===== src/shared/crcg_pkg.sv =====
// constants shared by the programmable crc generator files
package crcg_pkg;

   // bus geometry
   localparam int ADDR_W = 5;
   localparam logic [1:0] RESP_OKAY = 2'h0;
   localparam logic [1:0] RESP_SLVERR = 2'h2;

   // register byte offsets
   localparam logic [4:0] OFS_CTRL = 5'h00;
   localparam logic [4:0] OFS_POLY = 5'h04;
   localparam logic [4:0] OFS_WDAT = 5'h08;
   localparam logic [4:0] OFS_RESULT = 5'h0C;

   // crc_control field positions
   localparam int CTRL_POLY_LENGTH_FIELD_LSB = 0;
   localparam int CTRL_GO_BIT = 4;
   localparam int CTRL_EMPTY_BIT = 6;
   localparam int CTRL_FULL_BIT = 7;
   localparam int CTRL_COUNT_LSB = 8;
   localparam int CTRL_IDLE_BIT = 13;

   // crc_polynomial_terms field
   localparam int POLY_LSB = 1;

   // reset values
   localparam logic [15:0] RST_POLY = 16'h0000;
   localparam logic [3:0] RST_POLY_LENGTH_FIELD = 4'h0;
   localparam logic [15:0] RST_CRC = 16'h0000;

   // fifo geometry
   localparam int WORD_W = 16;
   localparam int FIFO_AW = 4;
   localparam int FIFO_WORDS = 16;
   localparam logic [3:0] POLY_LENGTH_FIELD_SHORT_MAX = 4'h7;
   localparam logic [4:0] DEPTH_LONG = 5'h08;
   localparam logic [4:0] DEPTH_SHORT = 5'h10;
   localparam logic [3:0] PTR_MASK_LONG = 4'h7;
   localparam logic [3:0] PTR_MASK_SHORT = 4'hF;

   // shift engine
   localparam logic [4:0] BITS_PER_CLK = 5'h02;

endpackage


===== src/rtl/crcg_fifo_mem.sv =====
// word store of the crc input fifo, registered read port
`timescale 1ns/100ps
module crcg_fifo_mem
   import crcg_pkg::*;
(
   input wire logic aclk,
   input wire logic aresetn,
   input wire logic wr_en,
   input wire logic [FIFO_AW-1:0] wr_addr,
   input wire logic [WORD_W-1:0] wr_data,
   input wire logic [FIFO_AW-1:0] rd_addr,
   output logic [WORD_W-1:0] rd_data
);

   typedef struct packed {
      logic [FIFO_WORDS-1:0][WORD_W-1:0] mem;
      logic [WORD_W-1:0] rdata;
   } crcg_mem_state_t;

   crcg_mem_state_t s;
   crcg_mem_state_t next_s;

   always_comb begin
      next_s = s;
      // read sees the old word on a same-address write
      next_s.rdata = s.mem[rd_addr];
      if (wr_en) begin
         next_s.mem[wr_addr] = wr_data;
      end
   end

   always_ff @(posedge aclk) begin
      if (!aresetn) begin
         s <= '0;
      end else begin
         s <= next_s;
      end
   end

   assign rd_data = s.rdata;

endmodule


===== src/rtl/crcg_top.sv =====
// programmable crc generator with input fifo and axi4-lite registers
//
// Implementation choices: the register addresses and the AXI4-Lite register port.
`timescale 1ns/100ps

////////////////////////////////////////////////////////////////////////////
// Function
// software picks polynomial terms and length
// x^0 always used, top term implied
// software writes one to go bit
// fifo depth 8 if length>7, else 16
// word width length+1, excess bits ignored
// count increments when word msb written
// go and count>0 pops word, decrements count
// last bit done (length+1)/2 clocks later
// full flag at depth, empty at zero
// write when full wraps count, no event
// event when count falls one to zero
// software waits empty before reading result
// software waits a cycle before count read
// software primes fifo, polls count
// software drains fifo with go bit
// sleep freezes state, resumes after
// idle stop bit selects idle freeze
// control low byte: full, empty, go, length
// go bit starts and stops shifter
// two bits per clock msb first lfsr
module crcg_top
   import crcg_pkg::*;
(
   input wire logic aclk,
   input wire logic aresetn,
   input wire logic [ADDR_W-1:0] s_axi_awaddr,
   input wire logic s_axi_awvalid,
   output logic s_axi_awready,
   input wire logic [31:0] s_axi_wdata,
   input wire logic [3:0] s_axi_wstrb,
   input wire logic s_axi_wvalid,
   output logic s_axi_wready,
   output logic [1:0] s_axi_bresp,
   output logic s_axi_bvalid,
   input wire logic s_axi_bready,
   input wire logic [ADDR_W-1:0] s_axi_araddr,
   input wire logic s_axi_arvalid,
   output logic s_axi_arready,
   output logic [31:0] s_axi_rdata,
   output logic [1:0] s_axi_rresp,
   output logic s_axi_rvalid,
   input wire logic s_axi_rready,
   input wire logic sleep_mode,
   input wire logic idle_mode,
   output logic crc_event
);

   typedef struct packed {
      logic aw_got;
      logic [2:0] aw_idx;
      logic w_got;
      logic [15:0] wdata;
      logic [1:0] wstrb;
      logic bvalid;
      logic [1:0] bresp;
      logic rvalid;
      logic [15:0] rdata;
      logic [1:0] rresp;
      logic idle_stop;
      logic shifter_go;
      logic [3:0] poly_length_field;
      logic [15:1] poly_terms;
      logic [4:0] valid_word_count;
      logic [3:0] wr_ptr;
      logic [3:0] rd_ptr;
      logic [7:0] stage_lo;
      logic load_pend;
      logic [15:0] shreg;
      logic [4:0] bits_left;
      logic [15:0] crc;
      logic event_q;
   } crcg_state_t;

   crcg_state_t s;
   crcg_state_t next_s;

   logic fifo_we;
   logic [FIFO_AW-1:0] fifo_waddr;
   logic [WORD_W-1:0] fifo_wdata;
   logic [WORD_W-1:0] fifo_rdata;

   ////////////////////////////////////////////////////////////////////////
   // one lfsr step; top term is the bit shifted out of the width
   function automatic logic [15:0] crcg_step(
      input logic [15:0] c,
      input logic b,
      input logic [3:0] pl,
      input logic [15:0] taps,
      input logic [15:0] m
   );
      logic fb;
      fb = c[pl] ^ b;
      crcg_step = ((c << 1) & m) ^ (fb ? (taps & m) : 16'h0000);
   endfunction

   ////////////////////////////////////////////////////////////////////////
   always_comb begin
      logic long_poly;
      logic [15:0] m;
      logic [15:0] taps;
      logic [3:0] pmask;
      logic [4:0] depth;
      logic [4:0] width;
      logic run;
      logic wen;
      logic pop;
      logic push;
      logic full;
      logic [15:0] word;
      logic [15:0] c;
      logic [15:0] rd_word;
      logic rd_hit;
      logic wr_hit;
      long_poly = s.poly_length_field > POLY_LENGTH_FIELD_SHORT_MAX;
      m = 16'hFFFF >> (4'hF - s.poly_length_field);
      // x^0 always present, x^1..x^15 from the term enables
      taps = {s.poly_terms, 1'b1};
      pmask = long_poly ? PTR_MASK_LONG : PTR_MASK_SHORT;
      depth = long_poly ? DEPTH_LONG : DEPTH_SHORT;
      width = {1'b0, s.poly_length_field} + 5'h01;
      full = s.valid_word_count == depth;
      // sleep, or idle with stop set, holds every engine flop as is
      run = s.shifter_go && !(sleep_mode || (idle_mode && s.idle_stop));
      wen = s.aw_got && s.w_got && !s.bvalid;
      pop = 1'b0;
      push = 1'b0;
      word = 16'h0000;
      c = s.crc;
      rd_word = 16'h0000;
      rd_hit = 1'b1;
      wr_hit = 1'b1;
      next_s = s;
      next_s.event_q = 1'b0;
      fifo_we = 1'b0;
      fifo_waddr = s.wr_ptr;
      fifo_wdata = 16'h0000;

      // write address and data channels, taken in either order
      if (s_axi_awvalid && !s.aw_got && !s.bvalid) begin
         next_s.aw_got = 1'b1;
         next_s.aw_idx = s_axi_awaddr[4:2];
      end
      if (s_axi_wvalid && !s.w_got && !s.bvalid) begin
         next_s.w_got = 1'b1;
         next_s.wdata = s_axi_wdata[15:0];
         next_s.wstrb = s_axi_wstrb[1:0];
      end
      if (s.bvalid && s_axi_bready) begin
         next_s.bvalid = 1'b0;
      end

      ///////////////////////////////////////////////////////////////////
      // shift engine
      if (run) begin
         if (s.load_pend) begin
            next_s.shreg = fifo_rdata & m;
            next_s.bits_left = width;
            next_s.load_pend = 1'b0;
         end else if (s.bits_left != 5'h00) begin
            // msb first, up to two bits this clock
            c = crcg_step(c, s.shreg[s.poly_length_field],
               s.poly_length_field, taps, m);
            if (s.bits_left >= BITS_PER_CLK) begin
               c = crcg_step(c, s.shreg[s.poly_length_field - 4'h1],
                  s.poly_length_field, taps, m);
               next_s.bits_left = s.bits_left - BITS_PER_CLK;
            end else begin
               next_s.bits_left = 5'h00;
            end
            next_s.crc = c;
            next_s.shreg = (s.shreg << 2) & m;
         end
         // fetch next word as the current one finishes
         if (s.valid_word_count != 5'h00 && !s.load_pend &&
             s.bits_left <= BITS_PER_CLK) begin
            pop = 1'b1;
         end
      end

      ///////////////////////////////////////////////////////////////////
      // register writes
      if (wen) begin
         next_s.aw_got = 1'b0;
         next_s.w_got = 1'b0;
         next_s.bvalid = 1'b1;
         unique case (s.aw_idx)
            OFS_CTRL[4:2]: begin
               if (s.wstrb[0]) begin
                  next_s.shifter_go = s.wdata[CTRL_GO_BIT];
                  next_s.poly_length_field =
                     s.wdata[CTRL_POLY_LENGTH_FIELD_LSB +: 4];
               end
               if (s.wstrb[1]) begin
                  next_s.idle_stop = s.wdata[CTRL_IDLE_BIT];
               end
            end
            OFS_POLY[4:2]: begin
               if (s.wstrb[0]) begin
                  next_s.poly_terms[7:1] = s.wdata[7:POLY_LSB];
               end
               if (s.wstrb[1]) begin
                  next_s.poly_terms[15:8] = s.wdata[15:8];
               end
            end
            OFS_WDAT[4:2]: begin
               // word completes on the byte that holds its msb
               if (long_poly) begin
                  if (s.wstrb[1]) begin
                     word = {s.wdata[15:8],
                        s.wstrb[0] ? s.wdata[7:0] : s.stage_lo};
                     push = 1'b1;
                  end else if (s.wstrb[0]) begin
                     next_s.stage_lo = s.wdata[7:0];
                  end
               end else if (s.wstrb[0]) begin
                  word = {8'h00, s.wdata[7:0]};
                  push = 1'b1;
               end
            end
            OFS_RESULT[4:2]: begin
               // software seed of the remainder
               if (s.wstrb[0]) begin
                  next_s.crc[7:0] = s.wdata[7:0] & m[7:0];
               end
               if (s.wstrb[1]) begin
                  next_s.crc[15:8] = s.wdata[15:8] & m[15:8];
               end
            end
            default: begin
               wr_hit = 1'b0;
            end
         endcase
         next_s.bresp = wr_hit ? RESP_OKAY : RESP_SLVERR;
      end

      ///////////////////////////////////////////////////////////////////
      // fifo pointers and valid-word count
      if (pop) begin
         next_s.rd_ptr = (s.rd_ptr + 4'h1) & pmask;
         next_s.load_pend = 1'b1;
         next_s.valid_word_count = s.valid_word_count - 5'h01;
         // pending event is raised even when frozen right after
         next_s.event_q = (s.valid_word_count == 5'h01) && !push;
      end
      if (push) begin
         if (full) begin
            // overrun: drop the word and look empty, no event
            next_s.valid_word_count = 5'h00;
            next_s.rd_ptr = s.wr_ptr;
            next_s.event_q = 1'b0;
         end else begin
            fifo_we = 1'b1;
            fifo_wdata = word & m;
            next_s.wr_ptr = (s.wr_ptr + 4'h1) & pmask;
            next_s.valid_word_count = pop ? s.valid_word_count :
               s.valid_word_count + 5'h01;
         end
      end

      ///////////////////////////////////////////////////////////////////
      // register reads, answered one cycle after the address
      if (s_axi_arvalid && !s.rvalid) begin
         unique case (s_axi_araddr[4:2])
            OFS_CTRL[4:2]: begin
               rd_word = {2'b00, s.idle_stop, s.valid_word_count,
                  full, s.valid_word_count == 5'h00, 1'b0,
                  s.shifter_go, s.poly_length_field};
            end
            OFS_POLY[4:2]: begin
               rd_word = {s.poly_terms, 1'b0};
            end
            // result is visible through the data register as well
            OFS_WDAT[4:2], OFS_RESULT[4:2]: begin
               rd_word = s.crc & m;
            end
            default: begin
               rd_hit = 1'b0;
            end
         endcase
         next_s.rvalid = 1'b1;
         next_s.rdata = rd_word;
         next_s.rresp = rd_hit ? RESP_OKAY : RESP_SLVERR;
      end else if (s.rvalid && s_axi_rready) begin
         next_s.rvalid = 1'b0;
      end
   end

   ////////////////////////////////////////////////////////////////////////
   always_ff @(posedge aclk) begin
      if (!aresetn) begin
         s <= '0;
         s.poly_terms <= RST_POLY[15:1];
         s.poly_length_field <= RST_POLY_LENGTH_FIELD;
         s.crc <= RST_CRC;
      end else begin
         s <= next_s;
      end
   end

   ////////////////////////////////////////////////////////////////////////
   crcg_fifo_mem u_fifo (
      .aclk(aclk),
      .aresetn(aresetn),
      .wr_en(fifo_we),
      .wr_addr(fifo_waddr),
      .wr_data(fifo_wdata),
      .rd_addr(s.rd_ptr),
      .rd_data(fifo_rdata)
   );

   assign s_axi_awready = !s.aw_got && !s.bvalid;
   assign s_axi_wready = !s.w_got && !s.bvalid;
   assign s_axi_bvalid = s.bvalid;
   assign s_axi_bresp = s.bresp;
   assign s_axi_arready = !s.rvalid;
   assign s_axi_rvalid = s.rvalid;
   assign s_axi_rresp = s.rresp;
   assign s_axi_rdata = {16'h0000, s.rdata};
   assign crc_event = s.event_q;

endmodule


===== config.mk =====
export PLATFORM = sky130hd
export DESIGN_NAME = crcg_top
export DESIGN_NICKNAME = d
export VERILOG_FILES = /design/src/shared/crcg_pkg.sv /design/src/rtl/crcg_fifo_mem.sv /design/src/rtl/crcg_top.sv
export SDC_FILE = /design/constraint.sdc
export NUM_CORES = 1
export LEC_CHECK = 0
export BUFFER_PORTS_ARGS = -buffer_cell sky130_fd_sc_hd__clkbuf_2
export CORE_MARGIN = 2
export CORE_UTILIZATION = 35
export CTS_CLUSTER_SIZE = 20
export DETAILED_ROUTE_END_ITERATION = 7
export GPL_TIMING_DRIVEN = 0
export PLACE_DENSITY = 0.48
export REMOVE_ABC_BUFFERS = 1
export SYNTH_ARGS = -nofsm -noshare
export SYNTH_HDL_FRONTEND = slang
export SYNTH_SLANG_ARGS = --single-unit

===== constraint.sdc =====
create_clock -name aclk -period 7.9 [get_ports aclk]
set_clock_uncertainty 0.2 [all_clocks]
set_input_delay 1.58 -clock aclk [delete_from_list [all_inputs] [get_ports aclk]]
set_output_delay 1.58 -clock aclk [all_outputs]
set_load 0.005 [all_outputs]

[Yosys cells after proc, flatten, opt, wreduce, memory -nomap -nowiden]
Cells that the tools add are included.
Word-level totals
  register bits after elaboration: 398
  input port bits: 55
  output and inout port bits: 42
  logic and storage cells: 198
Cells by class
  add/subtract/negate cells: 8
  order comparisons: 8
  equality and inequality tests: 9
  shift operators: 1
  multiplexer cells: 66
  bitwise gates (word level): 18
  reductions and logical operators: 47
Operators with widths (count)
  256-bit bitwise mux: 1
  16-bit two-way mux: 14
  16-bit AND: 7
  16-bit binary-select mux with 4-bit select: 1
  16-bit demux with 4-bit select: 1
  16-bit case mux with 3 select lines: 1
  38-bit two-way mux: 1
  37-bit two-way mux: 1
  8-bit two-way mux: 4
  16-bit bitwise XOR: 2
  5-bit two-way mux: 5
  1-bit two-way mux: 24
  21-bit two-way mux: 1
  4-bit by 5-bit less-than comparator with 1-bit output (second input constant): 4
  1-bit logical AND: 17
  8-bit AND: 2
  1-bit binary-select mux with 4-bit select: 4
  4-bit two-way mux: 4
  16-bit by 4-bit right shift with 16-bit output (first input constant): 1
  13-bit two-way mux: 1
  3-bit by 2-bit == test with 1-bit output (second input constant): 4
  3-bit AND reduction: 4
  2-bit nonzero test: 5
  5-bit nonzero test: 2
  28 further kinds: 46

[Logic depth before layout (Yosys ltp)]
Gate-level depths: netlist of run 1.
  depth in word-level cells: 17
  gate-level depth with buffers: 17

[By module]
A second synthesis of run 1 with hierarchy kept.
Unflattened totals
  cell total of the unflattened synthesis: 2276
  area total of the unflattened synthesis: 20290.7 um2
Modules (own cells, without submodules)
  crcg_fifo_mem: times used 1, cells an instance 1219, area an instance 12325.6 um2, seq. area each 5445.2 um2
  crcg_top: times used 1, cells an instance 1057, area an instance 7965.1 um2, seq. area each 2482.4 um2

[Worst setup path before layout of run 1]
No wires, ideal clock.
  path type: flip-flop to flip-flop
  start: register s[76] (netlist name)
  end: register s[3] (netlist name)
  setup time: 0.122 ns
  data arrival time: 3.457 ns
  path slack: 4.121 ns
  stages on the path, launching flop included: 17
  path buffers: 5
  period minus slack after synthesis: 3.779 ns
  path through: dfxtp_1 -> buf_6 -> mux4_2 -> mux2i_4 -> mux2i_1 -> or3_1 -> buf_2 -> and2_1 -> buf_6 -> buf_6 -> a31oi_1 -> and2_1 -> nand3_2 -> o311ai_4 -> buf_6 -> mux2i_1 -> a311o_1
On the way
  cells in the longest elaborated chain, start to end: 17
  elaborated cells between the ends (all ways): 28
  those cells by class: add/sub (2); shift (1); mux (17); bitwise (8)
RTL lines
  from (decl): RTL line crcg_top.sv:81  | crcg_state_t s;
  from (signal assigned): RTL line crcg_top.sv:303  | s <= next_s;
  4-bit subtractor (tied with other cells): RTL line crcg_top.sv:122  | m = 16'hFFFF >> (4'hF - s.poly_length_field);
  16-bit by 4-bit right shift with 16-bit output (tied with other cells): RTL line crcg_top.sv:122
  16-bit AND or 1-bit bitwise XOR (tied branches): RTL line crcg_top.sv:100, crcg_top.sv:99
  16-bit two-way mux: RTL line crcg_top.sv:100  | crcg_step = ((c << 1) & m) ^ (fb ? (taps & m) : 16'h0000);
  16-bit bitwise XOR: RTL line crcg_top.sv:100
  1-bit binary-select mux with 4-bit select: RTL line crcg_top.sv:99  | fb = c[pl] ^ b;
  1-bit two-way mux (not written as such): RTL line crcg_top.sv:99
  1-bit bitwise XOR: RTL line crcg_top.sv:99
  16-bit two-way mux: RTL line crcg_top.sv:100
  16-bit bitwise XOR: RTL line crcg_top.sv:100
  16-bit two-way mux: RTL line crcg_top.sv:170  | if (s.bits_left >= BITS_PER_CLK) begin
  37-bit two-way mux: RTL line crcg_top.sv:166  | end else if (s.bits_left != 5'h00) begin
  16-bit two-way mux: RTL line crcg_top.sv:162  | if (s.load_pend) begin
  38-bit two-way mux: RTL line crcg_top.sv:161  | if (run) begin
  8-bit two-way mux: RTL line crcg_top.sv:229  | if (s.wstrb[0]) begin
  16-bit two-way mux: RTL line crcg_top.sv:193  | unique case (s.aw_idx)
  16-bit two-way mux *: RTL line crcg_top.sv:189  | if (wen) begin
Every way passes the cells marked *; elsewhere a longest branch is shown, timed or not. The select of a mux whose other input is x is not followed.
A chain may end at the register's enable or synchronous reset.

[Worst setup path after layout of run 1]
  start: register s[75] (netlist name)
  end: register s[5] (netlist name)
Same word-level chain as after synthesis.

==> metrics.md, run 1 <==
| Metric | Value |
|---|---|
| Fin crit period | 6420 ps |
| Gr usage total | 0.233 |
| Multi-input logic area | 0.0108 mm2 |
| Worst r2r src | s[75] |
| Critical Path Source | s[75] |
| Final HPWL DP | 44300 um |
| # resized after CTS | 0 |
| Register area | 0.00794 mm2 |
| Worst skew pair latency | 610 ps |
| Synthesis-to-layout area growth | 11.7% |
| Crit path DAT | 6700 ps |
| Crit-path max FO | 25 |
| Synth top area cells | dfxtp_1 40%, nand2_1 12%, mux4_2 10% |
| Largest area contributor in the netlist | dfxtp_1 |
| Layout fillers | 5613 |
| Met1 wire length | 30000 um |
| Yosys cell types | 74 |
| Lkg Pwr | 7.40 nW |
| Commonest non-fill, non-tap cell in the layout | nand2_1 |
| Pin count of the biggest net entering global routing | 147 |
| Clock Path Buffers | 3 |
| Seq/Total Area, Yosys | 0.402 |
| Max Used Layer | met4 |
| DRC violations left | 0 |
| CP Class | register to register |
| Drt total wl | 67600 um |
| Proportion of layout cells with a drive suffix above 1 | 0.128 |
| GR Overflow Total | 0 |
| Commonest cells after routing, fill and taps aside | 632 x nand2_1, 392 x dfxtp_1, 160 x a21boi_0, 152 x a21oi_1, 124 x nor2_1 |
| Routed wl met3 | 3990 um |
| Row count | 86 |
| Hold Violations, Final | 0 |
| R2R Path End | s[5] |
| Total power draw | 0.00433 W |
| Root Driver | clkbuf_16 |
| Hold Crit Start | u_fifo.s[249] |
| Count of port buffers added during placement | 56 |
| CTS buffer count | 46 |
| Crit. End Element | register |
| RSZ-0062 raised after global routing | no |
| Boundary Pins | 97 |
| Wire length per cell | 22.2 um |
| Max VDD drop | 0.152 mV |
| Htree depth | 2 |
| Final WS setup | 1480 ps |
| FF-to-FF setup slack | 1480 ps |
| Vias per cell | 5.53 |
| Hold Slack | 252 ps |
| Share of the synthesized area in the top cell type | 0.402 |
| First-pass GRT wire length | 102000 um |
| Antenna violations before repair | 1 |
| WL met2 | 31300 um |
| Pre-Repair DR Iteration Count | 5 |
| Synthesis-stage register bit count | 396 |
| Routed Antenna Nets | 0 |
| Final #Nets | 2335 |
| Post-synthesis instance area | 0.0197 mm2 |
| HP Class | register to register |
| Clk sink count | 396 |
| Initial Util | 0.355 |
| Final Util | 0.397 |
| Worst Setup EP | s[5] |
| # setup viols final | 0 |
| Run status | completed |
| Slew HR | 0.0863 |
| Post-synth EDFFs | 0 |
| Clk slew on worst S/H paths | 60 ps |
| R2R depth | 11 |
| CTS Hold Bufs | 0 |
| TritonCTS clock tree | done |
| Vias in the first global route | 16.1k |
| Max-cap violations | 0 |
| Core ar. | 0.0554 mm2 |
| Die area | 0.0582 mm2 |
| Max-slew violation count | 0 |
| Die height | 241 um |
| Vias | 16.9k |
| Die X | 241 um |
| PwrDens | 197 mW/mm2 |
| Diodes inserted | 0 |
| Dpl ws | 1590 ps |
| Gate Count Post-Synth | 2340 |
| Worst Setup Start Kind | register |
| Setup TNS | 0 ps |
| WP data required | 8180 ps |
| Synth async-reset ratio | 0 |
| Syn avg cell area | 8.42 um2 |
| Achievable Freq | 0.156 GHz |
| Synth warn | 0 |
| Ys flop type | dfxtp_1 |
| Slew @ Worst Pin | 1370 ps |
| Starting DRT DRC Count | 1462 |
| Final GP Congestion | 0.926 |
| Tcrit/Tclk final | 0.812 |
| Postcts setup bufs | 0 |
-- state kept, by name (all words and copies together) (netlist names) --
name	cells
crc_event	1
fifo_waddr	4
s	99
s_axi_bresp	1
s_axi_bvalid	1
s_axi_rdata	16
s_axi_rresp	1
s_axi_rvalid	1
u_fifo.rd_data	16
u_fifo.s	256
-- cell families (layout without fill, tap and decap cells) --
logic type | after synthesis | in the layout | share of synthesized area
other cells | 1 | 18 | 0.000190
mux | 147 | 147 | 0.133
xor+xnor | 14 | 14 | 0.00622
flops | 396 | 396 | 0.402
simple gates | 1006 | 1006 | 0.219
buf+inv | 248 | 190 | 0.0561
fa+ha+maj | 16 | 16 | 0.0102
compound gates | 512 | 512 | 0.173
-- power by group --
group	internal [W]	total (W)	switching, W	leakage (nW)
registers	0.00201	0.00203	0.0000195	3.20
logic	0.0000410	0.000112	0.0000708	3.44
clock network	0.00127	0.00218	0.000911	0.764
-- per-layer routing --
| layer | global-route usage | vias to the layer above |
|---|---|---|
| li1 | - | 7925 |
| met1 | 0.316 | 8302 |
| met2 | 0.379 | 526 |
| met3 | 0.0312 | 112 |
| met4 | 0.0877 | 0 |
| met5 | 0 | - |
-- worst min-delay path by stage --
stage / end / cells after the start
finish: u_fifo.s[249] / 2
global route: u_fifo.s[261] / 2
CTS: u_fifo.s[56] / 2
detailed placement: u_fifo.s[51] / 2
global placement: u_fifo.s[232] / 2
floorplan: u_fifo.s[73] / 2
-- critical path, cell delays in order (launching register included) --
cell	delay (ps)
dfxtp_1	1070
mux4_2	640
nand3_1	130
nand3_1	140
o21ai_1	1010
and2_1	810
a21o_1	230
a311o_1	240
nand3_2	100
o311ai_4	1130
mux2i_1	180
or3_1	380
-- layout make-up --
cell class                      count  share of cell area
Clock buffer                       63              0.0599
Multi-Input combinational cell   1713               0.492
Sequential cell                   396               0.361
Timing Repair Buffer               79              0.0298
Inverter                           28             0.00500
Clock inverter                     20              0.0102
Tap cell                          748              0.0425
-- synthesized netlist by cell type, types with 20 or more instances --
cell type  count
nor2_1       141
dfxtp_1      396
o21ai_0       47
a21boi_0     160
nand3_1       61
mux2i_1       50
mux4_2        90
inv_1         26
nor3_1        35
buf_1         20
and2_1        27
nand2_1      632
buf_4         36
a21oi_1      152
clkbuf_1     154
a31oi_1       30
-- per-stage QoR --
stage,cells,cell area [um2]
2_1_floorplan,2137,18800
3_3_place_gp,2941,20000
3_5_place_dp,2963,20400
4_1_cts,3046,22000
5_1_grt,3047,22000
6_report,3047,22000
Power figures use the tool's default switching activity.
==> run 2: changes to the inputs <==
--- a/config.mk
+++ b/config.mk
@@ -5,13 +5,14 @@
 export SDC_FILE = /design/constraint.sdc
 export NUM_CORES = 1
 export LEC_CHECK = 0
+export ABC_AREA = 1
 export BUFFER_PORTS_ARGS = -buffer_cell sky130_fd_sc_hd__clkbuf_2
 export CORE_MARGIN = 2
 export CORE_UTILIZATION = 35
 export CTS_CLUSTER_SIZE = 20
 export DETAILED_ROUTE_END_ITERATION = 7
 export GPL_TIMING_DRIVEN = 0
-export PLACE_DENSITY = 0.48
+export PLACE_DENSITY = 0.5
 export REMOVE_ABC_BUFFERS = 1
 export SYNTH_ARGS = -nofsm -noshare
 export SYNTH_HDL_FRONTEND = slang
==> constraint.sdc (replaced) <==
create_clock -name aclk -period 5.4 [get_ports aclk]
set_clock_uncertainty 0.2 [all_clocks]
set_input_delay 1.08 -clock aclk [delete_from_list [all_inputs] [get_ports aclk]]
set_output_delay 1.08 -clock aclk [all_outputs]
set_load 0.005 [all_outputs]
==> run 2 against run 1 <==
Compared with the run above:
- via count rose by 9.5%
- sequential cell count is the same
- critical path depth increased by 2
- critical path type unchanged
==> metrics.md, run 2 <==
| Metric | Value |
|---|---|
| Achievable Freq | 0.200 GHz (was 0.156 GHz) |
| Adder-cell area share of the yosys netlist | 0.0105 (was 0.0102) |
| Root Driver | clkbuf_16 (unchanged) |
| R2R depth | 13 (was 11) |
| Design area | 0.0211 mm2 (was 0.0220 mm2) |
| Initial Util | 0.354 (was 0.355) |
| Synth Area in Compound Gates | 0.289 (was 0.173) |
| Post-synth EDFFs | 0 (unchanged) |
| Final GP Congestion | 0.903 (was 0.926) |
| TritonCTS clock tree | done (unchanged) |
| Die area | 0.0562 mm2 (was 0.0582 mm2) |
| Max VDD drop | 0.215 mV (was 0.152 mV) |
| Core ar. | 0.0538 mm2 (was 0.0554 mm2) |
| WL met2 | 32600 um (was 31300 um) |
| Die X | 237 um (was 241 um) |
| Synthesis-to-layout area growth | 11.0% (was 11.7%) |
| Hold Violations, Final | 0 (unchanged) |
| Vias | 18.5k (was 16.9k) |
| Ys flop type | dfxtp_1 (unchanged) |
| Most used cell, CP | inv_1 (was nand3_1) |
| Proportion of layout cells with a drive suffix above 1 | 0.0690 (was 0.128) |
| Pin count of the biggest net entering global routing | 152 (was 147) |
| Synth async-reset ratio | 0 (unchanged) |
| Final Util | 0.393 (was 0.397) |
| CP Cell Sequence | inv_1 > a21oi_1 > inv_1 > nor2_1 > inv_1 > nor2_4 > inv_2 > nor2_1 > inv_1 > nor2_4 > inv_1 > o21ai_0 > a21oi_1 (was mux4_2 > nand3_1 > nand3_1 > o21ai_1 > and2_1 > a21o_1 > a311o_1 > nand3_2 > o311ai_4 > mux2i_1 > or3_1) |
| Multiplexer share of the synthesized area | 0 (was 0.133) |
| Total power draw | 0.00638 W (was 0.00433 W) |
| Drt total wl | 69400 um (was 67600 um) |
| FF-to-FF setup slack | 390 ps (was 1480 ps) |
| Max-slew violation count | 0 (unchanged) |
| Tcrit/Tclk final | 0.928 (was 0.812) |
| Psw | 0.00151 W (was 0.00100 W) |
| Synth Area in XOR/XNOR | 0.00230 (was 0.00622) |
| Post-synthesis instance area | 0.0190 mm2 (was 0.0197 mm2) |
| Met1 wire length | 30900 um (was 30000 um) |
| Max Used Layer | met4 (unchanged) |
| Syn avg cell area | 6.96 um2 (was 8.42 um2) |
| Htree depth | 2 (unchanged) |
| Commonest cells after routing, fill and taps aside | 455 x a21oi_1, 455 x o21ai_0, 390 x dfxtp_1, 312 x nand2_1, 281 x inv_1 (was 632 x nand2_1, 392 x dfxtp_1, 160 x a21boi_0, 152 x a21oi_1, 124 x nor2_1) |
| Routed wl met3 | 3660 um (was 3990 um) |
| CTS buffer count | 46 (unchanged) |
| Largest Register | u_fifo.s (unchanged) |
| Clk pwr share | 0.504 (was 0.505) |
| Hold Crit Depth | 2 (unchanged) |
| Reg power frac | 0.465 (was 0.469) |
| Clock Path Buffers | 3 (unchanged) |
| Slew @ Worst Pin | 1440 ps (was 1370 ps) |
| Clk sink count | 396 (unchanged) |
| Largest area contributor in the netlist | dfxtp_1 (unchanged) |
| Synthesis-stage register bit count | 396 (unchanged) |
| WP depth | 13 (was 11) |
| Antenna violations before repair | 0 (was 1) |
| Vias per cell | 5.49 (was 5.53) |
| PwrDens | 302 mW/mm2 (was 197 mW/mm2) |
| Sw frac | 0.236 (was 0.231) |
| Max-cap violations | 0 (unchanged) |
| Slew HR | 0.0333 (was 0.0863) |
| Dpl ws | -738 ps (was 1590 ps) |
| Cell Area, Placed | 0.0196 mm2 (was 0.0204 mm2) |
| Critical Path Source | s[78] (was s[75]) |
| First-pass GRT wire length | 105000 um (was 102000 um) |
| Seq/Total Area, Yosys | 0.417 (was 0.402) |
| Clk slew on worst S/H paths | 60 ps (about the same) |
| Largest regs | u_fifo.s (256), s (99) (unchanged) |
| Synth top area cells | dfxtp_1 42%, a21oi_1 12%, o21ai_0 12% (was dfxtp_1 40%, nand2_1 12%, mux4_2 10%) |
| Wire length per cell | 20.6 um (was 22.2 um) |
| Worst skew pair latency | 600 ps (was 610 ps) |
| Vias in the first global route | 17.3k (was 16.1k) |
| Comb power frac | 0.031 (was 0.026) |
| Diodes inserted | 0 (unchanged) |
| Starting DRT DRC Count | 1527 (was 1462) |
| Die height | 237 um (was 241 um) |
| R2R Path End | u_fifo.s[253] (was s[5]) |
| Lkg Pwr | 7.81 nW (was 7.40 nW) |
| Crit path max-delay family | buffers and inverters (was compound AO/OA/AOI/OAI gates) |
| Worst Setup Start Kind | register (unchanged) |
| Worst r2r src | s[78] (was s[75]) |
| Commonest cells post-synth | 455 x a21oi_1, 455 x o21ai_0, 396 x dfxtp_1, 312 x nand2_1, 282 x inv_1 (was 632 x nand2_1, 396 x dfxtp_1, 160 x a21boi_0, 154 x clkbuf_1, 152 x a21oi_1) |
| Gate Count Post-Synth | 2733 (was 2340) |
| Hold Crit Start | u_fifo.s[137] (was u_fifo.s[249]) |
| Count of port buffers added during placement | 56 (unchanged) |
| Final WS setup | 389 ps (was 1480 ps) |
| CTS Hold Bufs | 0 (unchanged) |
| DRC violations left | 0 (unchanged) |
| Gr usage total | 0.240 (was 0.233) |
| Buf/Inv on CP | 6 (was 0) |
| # setup viols final | 0 (unchanged) |
| Crit. End Element | register (unchanged) |
| Internal power | 0.00488 W (was 0.00333 W) |
| Synth warn | 0 (unchanged) |
| CP Class | register to register (unchanged) |
| Fin crit period | 5010 ps (was 6420 ps) |
| Synth Area in Simple Gates | 0.167 (was 0.219) |
| Max FFs per register | 256 (unchanged) |
| Boundary Pins | 97 (unchanged) |
| RSZ-0062 raised after global routing | no (unchanged) |
| Crit path DAT | 5290 ps (was 6700 ps) |
| WP data required | 5680 ps (was 8180 ps) |
| HP Class | register to register (unchanged) |
| Final #Nets | 2704 (was 2335) |
| Yosys cell types | 41 (was 74) |
| Final HPWL DP | 42800 um (was 44300 um) |
| GR Overflow Total | 0 (unchanged) |
| Routed Antenna Nets | 0 (unchanged) |
| Run status | completed (unchanged) |
| Largest family of logic cells by synthesized area | compound AO/OA/AOI/OAI gates (was simple AND/OR/NAND/NOR gates) |
| CP max-delay cell | nor2_4 (was o311ai_4) |
| Delay of the slowest critical-path stage | 720 ps (was 1130 ps) |
| Share of the synthesized area in the top cell type | 0.417 (was 0.402) |
| Pre-Repair DR Iteration Count | 7 (was 5) |
| Crit-path max FO | 21 (was 25) |
| Hold endpoint | u_fifo.s[137] (was u_fifo.s[249]) |
| Row count | 85 (was 86) |
-- run 2: cell types whose count changed after synthesis, moves of 26 or more --
cell / previous run / this run
o21ai_0: 47 / 455
nand3_1: 61 / 189
nand2_1: 632 / 312
nor2_1: 141 / 186
and2_1: 27 / 1
mux4_2: 90 / 0
a21oi_1: 152 / 455
a21boi_0: 160 / 0
mux2i_1: 50 / 0
inv_1: 26 / 282
-- run 2: worst max path at each step --
| stage | endpoint |
|---|---|
| after floorplan | u_fifo.rd_data[0] |
| after global placement | u_fifo.rd_data[0] |
| after detailed placement | u_fifo.s[241] |
| after CTS | u_fifo.s[253] |
| after global routing | u_fifo.s[253] |
| final | u_fifo.s[253] |
-- run 2: metal layers --
layer / vias up / track usage
li1: 9002 / -
met3: 114 / 0.0261
met4: 0 / 0.0844
met2: 556 / 0.395
met5: - / 0
met1: 8794 / 0.327
-- run 2: cells by family after synthesis --
family	after synthesis
other cells	1
xor+xnor	5
fa+ha+maj	16
simple gates	747
compound gates	1038
buf+inv	530
flops	396
-- run 2: per-stage QoR --
step / hold slack (ps) / std cells / setup TNS, ps
finish: 254 / 3364 / 0
global route: 274 / 3364 / 0
CTS: 255 / 3362 / 0
detailed placement: 245 / 3279 / -79380
global placement: 241 / 3267 / -770820
floorplan: 229 / 2515 / 0
-- run 2: power groups by stage --
| stage | Combinational [W] | Sequential [W] | Clock, W |
|---|---|---|---|
| 6_report | 0.000200 | 0.00297 | 0.00322 |
| 5_1_grt | 0.000224 | 0.00297 | 0.00340 |
| 4_1_cts | 0.000202 | 0.00297 | 0.00329 |
| 3_5_place_dp | 0.000202 | 0.00303 | 0 |
| 3_3_place_gp | 0.000200 | 0.00303 | 0 |
| 2_1_floorplan | 0.0000975 | 0.00302 | 0 |
-- run 2: final cells by class --
cell class,count,area [um2]
inverters,295,1110
flip-flops and latches,396,7940
repair buffers,68,547
multi-input cells,1826,9120
well taps,696,871
clock inverters,17,234
clock buffers,66,1310
fillers,5658,32700
-- run 2: worst register-to-register path, delay by kind of cell, from the launching register on --
| family | cells | cell delay (ps) |
|---|---|---|
| flops | 1 | 690 |
| buf+inv | 6 | 1800 |
| compound gates | 3 | 530 |
| simple gates | 4 | 1670 |
-- run 2: what timing repair did --
| item | 4_1_cts | 5_1_grt |
|---|---|---|
| endpoints found under the setup margin | 234 | 25 |
| pin swaps | 0 | 2 |
| resized for setup | 2 | 3 |
| endpoints found under the hold margin | 0 | 0 |
| buffers inserted | 0 | 0 |
| cloned | 0 | 2 |
